$ cat src/scm_pkg.sv
/*
  scm_pkg: constants, types and register map of the servo control mode selector.
  assumes: all users reference items as scm_pkg::name; 32-bit AXI4-Lite register bus.
*/
`default_nettype none

package scm_pkg;

  // register byte offsets
  localparam logic [3:0] OFS_MODE_SETTING = 4'h0;
  localparam logic [3:0] OFS_INPUT_CFG = 4'h4;
  localparam logic [3:0] OFS_STATUS = 4'h8;

  // mode setting field
  localparam int MODE_SETTING_W = 3;
  localparam logic [2:0] MODE_SETTING_RST = 3'h1;
  localparam logic [2:0] SET_SPEED = 3'h0;
  localparam logic [2:0] SET_POSITION = 3'h1;
  localparam logic [2:0] SET_TORQUE = 3'h2;
  localparam logic [2:0] SET_TORQUE_SPEED = 3'h3;
  localparam logic [2:0] SET_SPEED_POSITION = 3'h4;
  localparam logic [2:0] SET_TORQUE_POSITION = 3'h5;
  localparam logic [2:0] SET_TRIPLE = 3'h6;

  // input configuration field positions
  localparam int CFG_FIRST_IDX_LSB = 0;
  localparam int CFG_SECOND_IDX_LSB = 4;
  localparam int CFG_FIRST_HIGH_BIT = 8;
  localparam int CFG_SECOND_HIGH_BIT = 9;
  localparam int CFG_FIRST_MAPPED_BIT = 10;
  localparam int CFG_SECOND_MAPPED_BIT = 11;
  localparam logic [11:0] INPUT_CFG_RST = 12'h000;

  // status field positions
  localparam int STS_MODE_LSB = 0;
  localparam int STS_SETTING_LSB = 4;
  localparam int STS_SERVO_ON_BIT = 8;
  localparam int STS_RUN_BIT = 9;
  localparam int STS_FIRST_BIT = 10;
  localparam int STS_SECOND_BIT = 11;

  localparam logic [1:0] RESP_OKAY = 2'h0;
  localparam logic [1:0] RESP_SLVERR = 2'h2;

  // control loop in use, gray coded speed -> position -> torque
  typedef enum logic [1:0] {
    SCM_MODE_SPEED = 2'h0,
    SCM_MODE_POSITION = 2'h1,
    SCM_MODE_TORQUE = 2'h3
  } scm_mode_t;

  localparam scm_mode_t MODE_RST = SCM_MODE_POSITION;

  // mapping of one mode-select function onto a terminal
  typedef struct packed {
    logic mapped;
    logic active_high;
    logic [3:0] index;
  } scm_map_t;

  typedef struct packed {
    scm_map_t second;
    scm_map_t first;
  } scm_input_cfg_t;

endpackage

`default_nettype wire

$ cat src/scm_sync.sv
/*
  scm_sync: two-stage synchroniser for a vector of independent level inputs.
  assumes: each bit is a slow level; no bus coherence between bits is needed.
*/
`timescale 1ns/1ns
`default_nettype none

module scm_sync #(
  parameter int W = 1
) (
  input wire logic clk,
  input wire logic resetn,
  input wire logic [W-1:0] async_in,
  output var logic [W-1:0] sync_out
);

  logic [W-1:0] meta_ff;
  logic [W-1:0] nxt_meta;
  logic [W-1:0] nxt_sync;

  always_comb begin
    nxt_meta = resetn ? async_in : '0;
    nxt_sync = resetn ? meta_ff : '0;
  end

  always_ff @(posedge clk) begin
    meta_ff <= nxt_meta;
    sync_out <= nxt_sync;
  end

endmodule

`default_nettype wire

$ cat src/scm_mode_selector.sv
/*
  scm_mode_selector: picks the control loop (speed, position, torque) of a servo drive
  from a stored mode setting and up to two mode-select digital input terminals.
  assumes: AXI4-Lite master on clk; terminals, servo-on and run levels are asynchronous;
  keypad writes arrive as single-cycle strobes on clk.
*/
// Design decisions made here: the AXI4-Lite slave port and the register offsets.
// Behaviour
// - compound settings switch the active mode only with servo-on active and drive running.
// - setting 0 speed, 1 position, 2 torque; default 1; written at stop; acts immediately.
// - setting 2 always runs torque control and ignores the mode-select inputs.
// - settings 3,4,5 pick torque/speed, speed/position, torque/position by first input.
// - setting 6: first input gives position, else second gives speed, else torque.
// - setting is writable from keypad or software tool and enables compound modes.
`timescale 1ns/1ns
`default_nettype none

module scm_mode_selector #(
  parameter int TERM_NUM = 8,
  parameter int ADDR_W = 4
) (
  input wire logic clk,
  input wire logic resetn,
  input wire logic [TERM_NUM-1:0] digital_input_terminal,
  input wire logic servo_on_cmd,
  input wire logic drive_run,
  input wire logic keypad_wr_valid,
  input wire logic [2:0] keypad_wr_value,
  output var scm_pkg::scm_mode_t active_mode,
  output var logic setting_rejected,
  input wire logic [ADDR_W-1:0] s_axi_awaddr,
  input wire logic s_axi_awvalid,
  output var logic s_axi_awready,
  input wire logic [31:0] s_axi_wdata,
  input wire logic [3:0] s_axi_wstrb,
  input wire logic s_axi_wvalid,
  output var logic s_axi_wready,
  output var logic [1:0] s_axi_bresp,
  output var logic s_axi_bvalid,
  input wire logic s_axi_bready,
  input wire logic [ADDR_W-1:0] s_axi_araddr,
  input wire logic s_axi_arvalid,
  output var logic s_axi_arready,
  output var logic [31:0] s_axi_rdata,
  output var logic [1:0] s_axi_rresp,
  output var logic s_axi_rvalid,
  input wire logic s_axi_rready
);

  // synchronised pins
  logic [TERM_NUM+1:0] pins_sync;
  logic [TERM_NUM-1:0] term_sync;
  logic servo_on_sync;
  logic run_sync;

  scm_sync #(
    .W(TERM_NUM + 2)
  ) u_sync (
    .clk(clk),
    .resetn(resetn),
    .async_in({drive_run, servo_on_cmd, digital_input_terminal}),
    .sync_out(pins_sync)
  );

  assign term_sync = pins_sync[TERM_NUM-1:0];
  assign servo_on_sync = pins_sync[TERM_NUM];
  assign run_sync = pins_sync[TERM_NUM+1];

  // configuration state
  logic [2:0] control_mode_setting_ff;
  logic [2:0] nxt_control_mode_setting;
  scm_pkg::scm_input_cfg_t input_cfg_ff;
  scm_pkg::scm_input_cfg_t nxt_input_cfg;
  logic setting_rejected_ff;
  logic nxt_setting_rejected;

  // bus state
  logic aw_have_ff;
  logic nxt_aw_have;
  logic [ADDR_W-1:0] aw_addr_ff;
  logic [ADDR_W-1:0] nxt_aw_addr;
  logic w_have_ff;
  logic nxt_w_have;
  logic [31:0] w_data_ff;
  logic [31:0] nxt_w_data;
  logic [3:0] w_strb_ff;
  logic [3:0] nxt_w_strb;
  logic awready_ff;
  logic nxt_awready;
  logic wready_ff;
  logic nxt_wready;
  logic bvalid_ff;
  logic nxt_bvalid;
  logic [1:0] bresp_ff;
  logic [1:0] nxt_bresp;
  logic arready_ff;
  logic nxt_arready;
  logic rvalid_ff;
  logic nxt_rvalid;
  logic [31:0] rdata_ff;
  logic [31:0] nxt_rdata;
  logic [1:0] rresp_ff;
  logic [1:0] nxt_rresp;

  // mode state
  scm_pkg::scm_mode_t mode_ff;
  scm_pkg::scm_mode_t nxt_mode;

  // terminal value through its configured active logic
  function automatic logic select_level(input scm_pkg::scm_map_t map,
                                        input logic [TERM_NUM-1:0] term);
    logic lvl;
    lvl = 1'b0;
    for (int i = 0; i < TERM_NUM; i++) begin
      if (map.index == 4'(i)) begin
        lvl = term[i];
      end
    end
    return map.mapped & (lvl ~^ map.active_high);
  endfunction

  logic first_active;
  logic second_active;
  logic stopped;

  assign first_active = select_level(input_cfg_ff.first, term_sync);
  assign second_active = select_level(input_cfg_ff.second, term_sync);
  assign stopped = ~run_sync;

  // status word
  logic [31:0] status_word;

  always_comb begin
    status_word = 32'h0000_0000;
    status_word[scm_pkg::STS_MODE_LSB +: 2] = mode_ff;
    status_word[scm_pkg::STS_SETTING_LSB +: 3] = control_mode_setting_ff;
    status_word[scm_pkg::STS_SERVO_ON_BIT] = servo_on_sync;
    status_word[scm_pkg::STS_RUN_BIT] = run_sync;
    status_word[scm_pkg::STS_FIRST_BIT] = first_active;
    status_word[scm_pkg::STS_SECOND_BIT] = second_active;
  end

  // bus write, bus read and configuration next values
  logic do_write;
  logic set_legal;
  logic [2:0] bus_setting;

  always_comb begin
    nxt_aw_have = aw_have_ff;
    nxt_aw_addr = aw_addr_ff;
    nxt_w_have = w_have_ff;
    nxt_w_data = w_data_ff;
    nxt_w_strb = w_strb_ff;
    nxt_bvalid = bvalid_ff;
    nxt_bresp = bresp_ff;
    nxt_arready = arready_ff;
    nxt_rvalid = rvalid_ff;
    nxt_rdata = rdata_ff;
    nxt_rresp = rresp_ff;
    nxt_control_mode_setting = control_mode_setting_ff;
    nxt_input_cfg = input_cfg_ff;
    nxt_setting_rejected = setting_rejected_ff;
    bus_setting = w_data_ff[2:0];
    set_legal = (w_data_ff[31:3] == 29'h0000_0000) && (bus_setting <= scm_pkg::SET_TRIPLE);
    if (s_axi_awvalid && awready_ff) begin
      nxt_aw_have = 1'b1;
      nxt_aw_addr = s_axi_awaddr;
    end
    if (s_axi_wvalid && wready_ff) begin
      nxt_w_have = 1'b1;
      nxt_w_data = s_axi_wdata;
      nxt_w_strb = s_axi_wstrb;
    end
    if (bvalid_ff && s_axi_bready) begin
      nxt_bvalid = 1'b0;
    end
    do_write = aw_have_ff && w_have_ff && !bvalid_ff;
    if (keypad_wr_valid) begin
      if (stopped && keypad_wr_value <= scm_pkg::SET_TRIPLE) begin
        nxt_control_mode_setting = keypad_wr_value;
        nxt_setting_rejected = 1'b0;
      end else begin
        nxt_setting_rejected = 1'b1;
      end
    end
    if (do_write) begin
      nxt_aw_have = 1'b0;
      nxt_w_have = 1'b0;
      nxt_bvalid = 1'b1;
      nxt_bresp = scm_pkg::RESP_OKAY;
      unique case (aw_addr_ff[3:0])
        scm_pkg::OFS_MODE_SETTING: begin
          if (w_strb_ff[0]) begin
            if (stopped && set_legal) begin
              nxt_control_mode_setting = bus_setting;
              nxt_setting_rejected = 1'b0;
            end else begin
              nxt_bresp = scm_pkg::RESP_SLVERR;
              nxt_setting_rejected = 1'b1;
            end
          end
        end
        scm_pkg::OFS_INPUT_CFG: begin
          if (w_strb_ff[0]) begin
            nxt_input_cfg.first.index = w_data_ff[scm_pkg::CFG_FIRST_IDX_LSB +: 4];
            nxt_input_cfg.second.index = w_data_ff[scm_pkg::CFG_SECOND_IDX_LSB +: 4];
          end
          if (w_strb_ff[1]) begin
            nxt_input_cfg.first.active_high = w_data_ff[scm_pkg::CFG_FIRST_HIGH_BIT];
            nxt_input_cfg.second.active_high = w_data_ff[scm_pkg::CFG_SECOND_HIGH_BIT];
            nxt_input_cfg.first.mapped = w_data_ff[scm_pkg::CFG_FIRST_MAPPED_BIT];
            nxt_input_cfg.second.mapped = w_data_ff[scm_pkg::CFG_SECOND_MAPPED_BIT];
          end
        end
        scm_pkg::OFS_STATUS: begin
          nxt_bresp = scm_pkg::RESP_SLVERR;
        end
        default: begin
          nxt_bresp = scm_pkg::RESP_SLVERR;
        end
      endcase
    end
    nxt_awready = !nxt_aw_have && !nxt_bvalid;
    nxt_wready = !nxt_w_have && !nxt_bvalid;
    if (rvalid_ff && s_axi_rready) begin
      nxt_rvalid = 1'b0;
      nxt_arready = 1'b1;
    end
    if (s_axi_arvalid && arready_ff) begin
      nxt_arready = 1'b0;
      nxt_rvalid = 1'b1;
      nxt_rresp = scm_pkg::RESP_OKAY;
      unique case (s_axi_araddr[3:0])
        scm_pkg::OFS_MODE_SETTING: begin
          nxt_rdata = {29'h0000_0000, control_mode_setting_ff};
        end
        scm_pkg::OFS_INPUT_CFG: begin
          nxt_rdata = {20'h0_0000, input_cfg_ff.second.mapped, input_cfg_ff.first.mapped,
                       input_cfg_ff.second.active_high, input_cfg_ff.first.active_high,
                       input_cfg_ff.second.index, input_cfg_ff.first.index};
        end
        scm_pkg::OFS_STATUS: begin
          nxt_rdata = status_word;
        end
        default: begin
          nxt_rdata = 32'h0000_0000;
          nxt_rresp = scm_pkg::RESP_SLVERR;
        end
      endcase
    end
    if (!resetn) begin
      nxt_aw_have = 1'b0;
      nxt_aw_addr = '0;
      nxt_w_have = 1'b0;
      nxt_w_data = 32'h0000_0000;
      nxt_w_strb = 4'h0;
      nxt_awready = 1'b0;
      nxt_wready = 1'b0;
      nxt_bvalid = 1'b0;
      nxt_bresp = scm_pkg::RESP_OKAY;
      nxt_arready = 1'b0;
      nxt_rvalid = 1'b0;
      nxt_rdata = 32'h0000_0000;
      nxt_rresp = scm_pkg::RESP_OKAY;
      nxt_control_mode_setting = scm_pkg::MODE_SETTING_RST;
      nxt_input_cfg = scm_pkg::INPUT_CFG_RST;
      nxt_setting_rejected = 1'b0;
    end else if (!arready_ff && !rvalid_ff) begin
      nxt_arready = 1'b1;
    end
  end

  always_ff @(posedge clk) begin
    aw_have_ff <= nxt_aw_have;
    aw_addr_ff <= nxt_aw_addr;
    w_have_ff <= nxt_w_have;
    w_data_ff <= nxt_w_data;
    w_strb_ff <= nxt_w_strb;
    awready_ff <= nxt_awready;
    wready_ff <= nxt_wready;
    bvalid_ff <= nxt_bvalid;
    bresp_ff <= nxt_bresp;
    arready_ff <= nxt_arready;
    rvalid_ff <= nxt_rvalid;
    rdata_ff <= nxt_rdata;
    rresp_ff <= nxt_rresp;
    control_mode_setting_ff <= nxt_control_mode_setting;
    input_cfg_ff <= nxt_input_cfg;
    setting_rejected_ff <= nxt_setting_rejected;
  end

  // control mode decode
  logic switch_ok;

  always_comb begin
    switch_ok = servo_on_sync && run_sync;
    nxt_mode = mode_ff;
    unique case (control_mode_setting_ff)
      scm_pkg::SET_SPEED: nxt_mode = scm_pkg::SCM_MODE_SPEED;
      scm_pkg::SET_POSITION: nxt_mode = scm_pkg::SCM_MODE_POSITION;
      scm_pkg::SET_TORQUE: nxt_mode = scm_pkg::SCM_MODE_TORQUE;
      scm_pkg::SET_TORQUE_SPEED: begin
        if (switch_ok) begin
          nxt_mode = first_active ? scm_pkg::SCM_MODE_SPEED : scm_pkg::SCM_MODE_TORQUE;
        end
      end
      scm_pkg::SET_SPEED_POSITION: begin
        if (switch_ok) begin
          nxt_mode = first_active ? scm_pkg::SCM_MODE_POSITION : scm_pkg::SCM_MODE_SPEED;
        end
      end
      scm_pkg::SET_TORQUE_POSITION: begin
        if (switch_ok) begin
          nxt_mode = first_active ? scm_pkg::SCM_MODE_POSITION : scm_pkg::SCM_MODE_TORQUE;
        end
      end
      scm_pkg::SET_TRIPLE: begin
        if (switch_ok) begin
          if (first_active) begin
            nxt_mode = scm_pkg::SCM_MODE_POSITION;
          end else if (second_active) begin
            nxt_mode = scm_pkg::SCM_MODE_SPEED;
          end else begin
            nxt_mode = scm_pkg::SCM_MODE_TORQUE;
          end
        end
      end
      default: nxt_mode = mode_ff;
    endcase
    if (!resetn) begin
      nxt_mode = scm_pkg::MODE_RST;
    end
  end

  always_ff @(posedge clk) begin
    mode_ff <= nxt_mode;
  end

  assign active_mode = mode_ff;
  assign setting_rejected = setting_rejected_ff;
  assign s_axi_awready = awready_ff;
  assign s_axi_wready = wready_ff;
  assign s_axi_bvalid = bvalid_ff;
  assign s_axi_bresp = bresp_ff;
  assign s_axi_arready = arready_ff;
  assign s_axi_rvalid = rvalid_ff;
  assign s_axi_rdata = rdata_ff;
  assign s_axi_rresp = rresp_ff;

endmodule

`default_nettype wire

$ cat config.mk
export PLATFORM = sky130hd
export DESIGN_NAME = scm_mode_selector
export DESIGN_NICKNAME = d
export VERILOG_FILES = /design/src/scm_pkg.sv /design/src/scm_sync.sv /design/src/scm_mode_selector.sv
export SDC_FILE = /design/constraint.sdc
export NUM_CORES = 1
export LEC_CHECK = 0
export BUFFER_PORTS_ARGS = -buffer_cell sky130_fd_sc_hd__buf_2
export CAP_MARGIN = 15
export CORE_MARGIN = 10
export CORE_UTILIZATION = 40
export CTS_BUF_LIST = sky130_fd_sc_hd__clkbuf_16
export CTS_CLUSTER_DIAMETER = 30
export DETAILED_ROUTE_END_ITERATION = 7
export GPL_TIMING_DRIVEN = 0
export HOLD_SLACK_MARGIN = 0.1
export PLACE_DENSITY = 0.61
export SLEW_MARGIN = 20
export SYNTH_ARGS = -nofsm -noshare
export SYNTH_HDL_FRONTEND = slang
export SYNTH_SLANG_ARGS = --single-unit
$ cat constraint.sdc
create_clock -name clk -period 2.49 [get_ports clk]
set_input_delay 0.498 -clock clk [delete_from_list [all_inputs] [get_ports clk]]
set_output_delay 0.498 -clock clk [all_outputs]
set_load 0.02 [all_outputs]
# Word-level counts from Yosys, hierarchy flattened
# Cells that the tools add are included.
# W data, S select, Z words.
[classes] n_bitwise=5 reduce_logical=33 n_mux=54 eq_ne=27 magnitude_cmp=2
[ops] op="$eq A4 B3 Y1 const B" n=10
[ops] op="$pmux W12 S3" n=1
[ops] op="$mux W1" n=34
[ops] op="$logic_not A29 Y1" n=1
[ops] op="$mux W2" n=11
[ops] op="$mux W3" n=6
[ops] op="$eq A4 B2 Y1 const B" n=4
[ops] op="$logic_not A4 Y1" n=4
[ops] op="$logic_and A1 B1 Y1" n=14
[ops] op="$pmux W2 S7" n=1
[ops] op="$eq A3 B3 Y1 const B" n=3
[ops] op="$eq A4 B1 Y1 const B" n=2
[ops] op="$ne A2 B2 Y1 const B" n=4
[ops] op="$reduce_bool A7 Y1" n=1
[ops] op="$eq A3 B2 Y1 const B" n=2
[ops] op="$le A3 B3 Y1 const B" n=2
[ops] op="$logic_not A1 Y1" n=6
[ops] op="$reduce_and A3 Y1" n=2
[ops] op="$reduce_and A5 Y1" n=1
[ops] op="$eq A4 B4 Y1 const B" n=1
[ops] op="$pmux W2 S2" n=1
[ops] op="$eq A3 B1 Y1 const B" n=1
[ops] op="$logic_not A3 Y1" n=1
[ops] op="$reduce_bool A3 Y1" n=1
[ops] op="5 further kinds" n=7
[totals] output_inout_bits=44 ff_bits=119 word_cells=145 input_bits=65

# Longest topological paths before layout
[depth] depth_word=15 ltp_mapped=6 ltp_nobuf=5

# Hierarchy
# Synthesis repeated with hierarchy kept, for this count alone.
[unflattened] hier_cells=460 hier_area_um2=4067.7
[by_module_without_submodules] mod="scm_mode_selector" instances=1 area_per_inst_um2=3505.9 seq_area_each_um2=1541.5 cells_each=418
[by_module_without_submodules] mod="scm_sync" instances=1 area_per_inst_um2=561.8 seq_area_each_um2=400.4 cells_each=42

# Worst setup path after synthesis
# No wires, ideal clock.
[synth_timing] path_type="reg2reg" from="reg input_cfg_ff[1] in the netlist's numbering" to="reg mode_ff[0], in the netlist active_mode[0]" arrival_time_ns=1.738 setup_ns=0.129 n_path_buf=0 required_ns=2.361 slack_ns=0.623 stages_incl_launch_ff=6 period_less_slack_ns=1.867 path_cell_list="dfxtp_1 -> mux4_1 -> mux2_4 -> mux2_4 -> a41oi_2 -> o211ai_1"
[synth_via] elab_chain_cells=14 elab_cells_between_ends=25 cone_classes="eq/ne (7); mux (15); bitwise (2); reduce/logical (1)"
[synth_rtl] element="start: declaration" line_no="scm_mode_selector.sv:72" rtl="scm_pkg::scm_input_cfg_t input_cfg_ff;"
[synth_rtl] element="start signal: assignment" line_no="scm_mode_selector.sv:288" rtl="input_cfg_ff <= nxt_input_cfg;"
[synth_rtl] element="$logic_not A4 Y1" line_no="scm_mode_selector.sv:115" rtl="if (map.index == 4'(i)) begin"
[synth_rtl] element="$mux W1 (7 in a row)" line_no="scm_mode_selector.sv:115"
[synth_rtl] element="$mux W1 (*)" line_no="scm_mode_selector.sv:115"
[synth_rtl] element="$xnor A1 B1 Y1 (*)" line_no="scm_mode_selector.sv:119" rtl="return map.mapped & (lvl ~^ map.active_high);"
[synth_rtl] element="$and A1 B1 Y1 (*)" line_no="scm_mode_selector.sv:119"
[synth_rtl] element="$mux W2, or another cell as far along" line_no="scm_mode_selector.sv:319" rtl="if (first_active) begin"
[synth_rtl] element="$mux W2 (on tied branches)" line_no="scm_mode_selector.sv:318, scm_mode_selector.sv:303, scm_mode_selector.sv:308"
[synth_rtl] element="$pmux W2 S7 (*)" line_no="scm_mode_selector.sv:298" rtl="unique case (control_mode_setting_ff)"
[synth_rtl] element="end signal: assignment" line_no="scm_mode_selector.sv:336" rtl="mode_ff <= nxt_mode;"
[synth_rtl] element="end: declaration" line_no="scm_mode_selector.sv:106" rtl="scm_pkg::scm_mode_t mode_ff;"
# Mark *: on every way between the ends. The rest lies on a longest branch, timed or not. The select of a mux whose other input is x is not followed.
# A chain may end at the register's enable or synchronous reset.

# Worst setup path in the final report
[layout_timing] from="reg w_data_ff[11]" to="reg control_mode_setting_ff[2]"
[layout_via] elab_chain_cells=7
[layout_rtl] element="start: declaration" line_no="scm_mode_selector.sv:84" rtl="logic [31:0] w_data_ff;"
[layout_rtl] element="start signal: assignment" line_no="scm_mode_selector.sv:277" rtl="w_data_ff <= nxt_w_data;"
[layout_rtl] element="$logic_not A29 Y1" line_no="scm_mode_selector.sv:164" rtl="set_legal = (w_data_ff[31:3] == 29'h0000_0000) && (bus_setting <= scm_pkg::SET_TRIPLE);"
[layout_rtl] element="$logic_and A1 B1 Y1" line_no="scm_mode_selector.sv:164"
[layout_rtl] element="$logic_and A1 B1 Y1" line_no="scm_mode_selector.sv:194" rtl="if (stopped && set_legal) begin"
[layout_rtl] element="$mux W3" line_no="scm_mode_selector.sv:194"
[layout_rtl] element="$mux W3" line_no="scm_mode_selector.sv:193" rtl="if (w_strb_ff[0]) begin"
[layout_rtl] element="$mux W3" line_no="scm_mode_selector.sv:191" rtl="unique case (aw_addr_ff[3:0])"
[layout_rtl] element="$mux W3" line_no="scm_mode_selector.sv:186" rtl="if (do_write) begin"
[layout_rtl] element="end signal: assignment" line_no="scm_mode_selector.sv:287" rtl="control_mode_setting_ff <= nxt_control_mode_setting;"
[layout_rtl] element="end: declaration" line_no="scm_mode_selector.sv:70" rtl="logic [2:0] control_mode_setting_ff;"
# Every way passes these cells.

==> impl_metrics.ini <==
[outcome]
outcome = finished, final reports clean

[critical_path]
crit_family = simple AND/OR/NAND/NOR gates
crit_path_top_delay_cell = nor4_1
path_cells = nor4_1, nand4_1, nor4_1, or2_2, a21oi_1
crit_end = control_mode_setting_ff[2]$_SDFF_PN0_
critPathKind = reg -> reg
r2r_start = w_data_ff[11]$_SDFFE_PN0P_
startpoint_type = register
crit_fanout = 7
crit_path_start = w_data_ff[11]$_SDFFE_PN0P_
r2r-end = control_mode_setting_ff[2]$_SDFF_PN0_
critPathMostFrequentCell = nor4_1
critPathRequiredTime_ns = 2.68
path_buf_inv = 0
reg2reg_depth = 5
end_kind = register
cp.arrival_ns = 2.37
rrSetupSlack_ns = 0.32
cp.depth = 5
worst_path_largest_cell_delay_ns = 0.83

[timing]
rsz0062_at_grt = no
max_slew_margin = 0.398
setup_tns_ns = 0
holdWs_ns = 0.367
maxSlewViolCount = 0
tightest_slew_ns = 0.895
setup_viol = 0
fin_skew_ns = 0.00543
max_clock_freq_mhz = 460
min_period_over_period = 0.873
layout_min_cycle_time_ns = 2.17
hold_viol = 0

[grt]
grt_pass1_vias = 3559
grt_max_degree = 17
grt-ovfl-total = 0
grtUsageTotal = 0.142
antenna_found_initial = 0
grt_pass1_wl_um = 16800

[synth]
ys_types = 43
synth_top_family_by_area = simple AND/OR/NAND/NOR gates
synth_common_cells = dfxtp_1, nand2_1, a21oi_1
synth-xor-area-share = 0
syn_inst = 458
synth-seq-cells = 97
synth_top_area_cell = dfxtp_1
synth-compound-area-share = 0.136
synth_area_leaders = dfxtp_1, nand2_1, a21oi_1
synth-adder-area-share = 0
synth-simple-area-share = 0.229
syn-cell-area_mm2 = 0.00398
async_flop_share = 0
synth.avg_cell_area_um2 = 8.69
muxShareOfSynthArea = 0.0767
synth_top_cell_area_share = 0.488
synth.most_common_cell = dfxtp_1
ys.flop_type = dfxtp_1
synth-edff-count = 0
synth-seq-area-share = 0.488
yosys_warnings = 0

[floorplanning]
die_w_um = 120
die-area_mm2 = 0.0143
die_y_um = 120
initial_core_util = 0.409
core_mm2 = 0.00973
placementRows = 36
pin_count = 109

[detailed_routing]
via_per_inst = 4.82
wl_um = 10100
drt_iter0_markers = 139
avgRoutedWirePerCell_um = 14.2
ant_nets = 0
drc = 0
first_pass_iters = 4
via_count = 3429

[cts]
cts_tree = yes
htreeDepth = 3
clockBufferDepth = 2
cts-root-buf = clkbuf_16
clkTransAtPathRegs_ns = 0.06
post_cts_buffers = 0
numCtsBuffers = 9
clock_latency_ns = 0.33
postCtsHoldBufs = 0
cts-resized-gates = 0
clkSinkCount = 97

[finish]
final-instance-count-excl-fill = 711
fin_nets = 638
syn2layout_area_growth_pct = 23.4
drive_gt1_frac = 0.223
nFillCells = 965
antenna_cells_inserted = 0

[placed_design]
place.gp.congestion = 0.865
hpwl_um = 7910
port_buffers = 83
dp.cells = 695

[pwr]
p_sw_mw = 0.831
internal-power_mw = 2.44
comb_power_share = 0.111
total_power_mw = 3.27
clkPwrFrac = 0.383
power_leakage_nw = 2.12
p_sw_frac = 0.254
power_density_mw_per_mm2 = 665
p_seq_frac = 0.506
peakVddDrop_uv = 315

[flow_run]
drv_cap = 0

[worst_hold_path]
whs_path_depth = 2
min_path_type = in -> reg
worst register-to-register path: stages (launching register included):
cell and delay, ns:
dfxtp_1 0.33, nor4_1 0.37, nand4_1 0.22, nor4_1 0.83
or2_2 0.24, a21oi_1 0.06
area by class of cell:
type                    count  area [um^2]  share of cell area
plain buffers              45          253              0.0514
well taps                 133          166              0.0339
clock inverters             7         47.5             0.00967
clock buffers               9          225              0.0458
repair buffers             83          415              0.0845
inverters                   6         22.5             0.00458
multi-input cells         331         1840               0.375
flip-flops and latches     97         1940               0.395
sequential cells by signal, indices dropped and copies added (netlist names), 2 cells and up:
register	flops
active_mode	2
w_data_ff	32
w_strb_ff	2
control_mode_setting_ff	3
u_sync.sync_out	10
u_sync.meta_ff	10
s_axi_rdata	12
aw_addr_ff	4
input_cfg_ff	12
worst min-delay path by stage:
stage / from / slack, ns / to
floorplan: u_sync.meta_ff[0]$_SDFF_PN0_ / 0.41 / u_sync.sync_out[0]$_SDFF_PN0_
global placement: u_sync.meta_ff[9]$_SDFF_PN0_ / 0.41 / u_sync.sync_out[9]$_SDFF_PN0_
detailed placement: u_sync.meta_ff[5]$_SDFF_PN0_ / 0.42 / u_sync.sync_out[5]$_SDFF_PN0_
CTS: drive_run / 0.36 / u_sync.meta_ff[9]$_SDFF_PN0_
global route: digital_input_terminal[0] / 0.36 / u_sync.meta_ff[0]$_SDFF_PN0_
finish: drive_run / 0.37 / u_sync.meta_ff[9]$_SDFF_PN0_
kinds of logic (layout without fill, tap and decap cells):
family / Yosys count / in the layout
flops: 97 / 97
other cells: 1 / 22
simple gates: 190 / 190
buf+inv: 51 / 150
compound gates: 94 / 94
mux: 25 / 25
layer usage:
metal  up-vias  GRT usage  share of wire
met4         0     0.0460         0.0059
met2        98      0.237           0.48
met5         -          0              0
met3         4     0.0478          0.078
met1      1562      0.167           0.44
li1       1765          -              -
power groups by stage:
stage / clock, mW / sequential [mW] / combinational, mW
global placement: 0 / 1.69 / 0.356
floorplan: 0 / 1.69 / 0.229
detailed placement: 0 / 1.69 / 0.359
CTS: 1.29 / 1.65 / 0.362
global route: 1.36 / 1.66 / 0.408
finish: 1.25 / 1.65 / 0.362
per-stage QoR:
stage          setup slack [ns]  utilization  cell area [um^2]
2_1_floorplan             0.623            -              4060
6_report                  0.315        0.505              4910
5_1_grt                  0.0806        0.505              4910
3_5_place_dp              0.368        0.477              4640
4_1_cts                   0.335        0.505              4910
3_3_place_gp              0.340        0.477              4640
cells in the final DEF (no fill, tap or decap), drive strengths merged, types with 14 or more instances in the layout:
cell type	netlist	final
clkbuf	22	31
o21ai	14	14
conb	1	22
nand2	95	95
and2	23	23
dfxtp	97	97
mux2i	20	20
nor2	19	19
a21oi	54	54
buf	23	106
No activity file was read; power rests on OpenSTA's default activity.
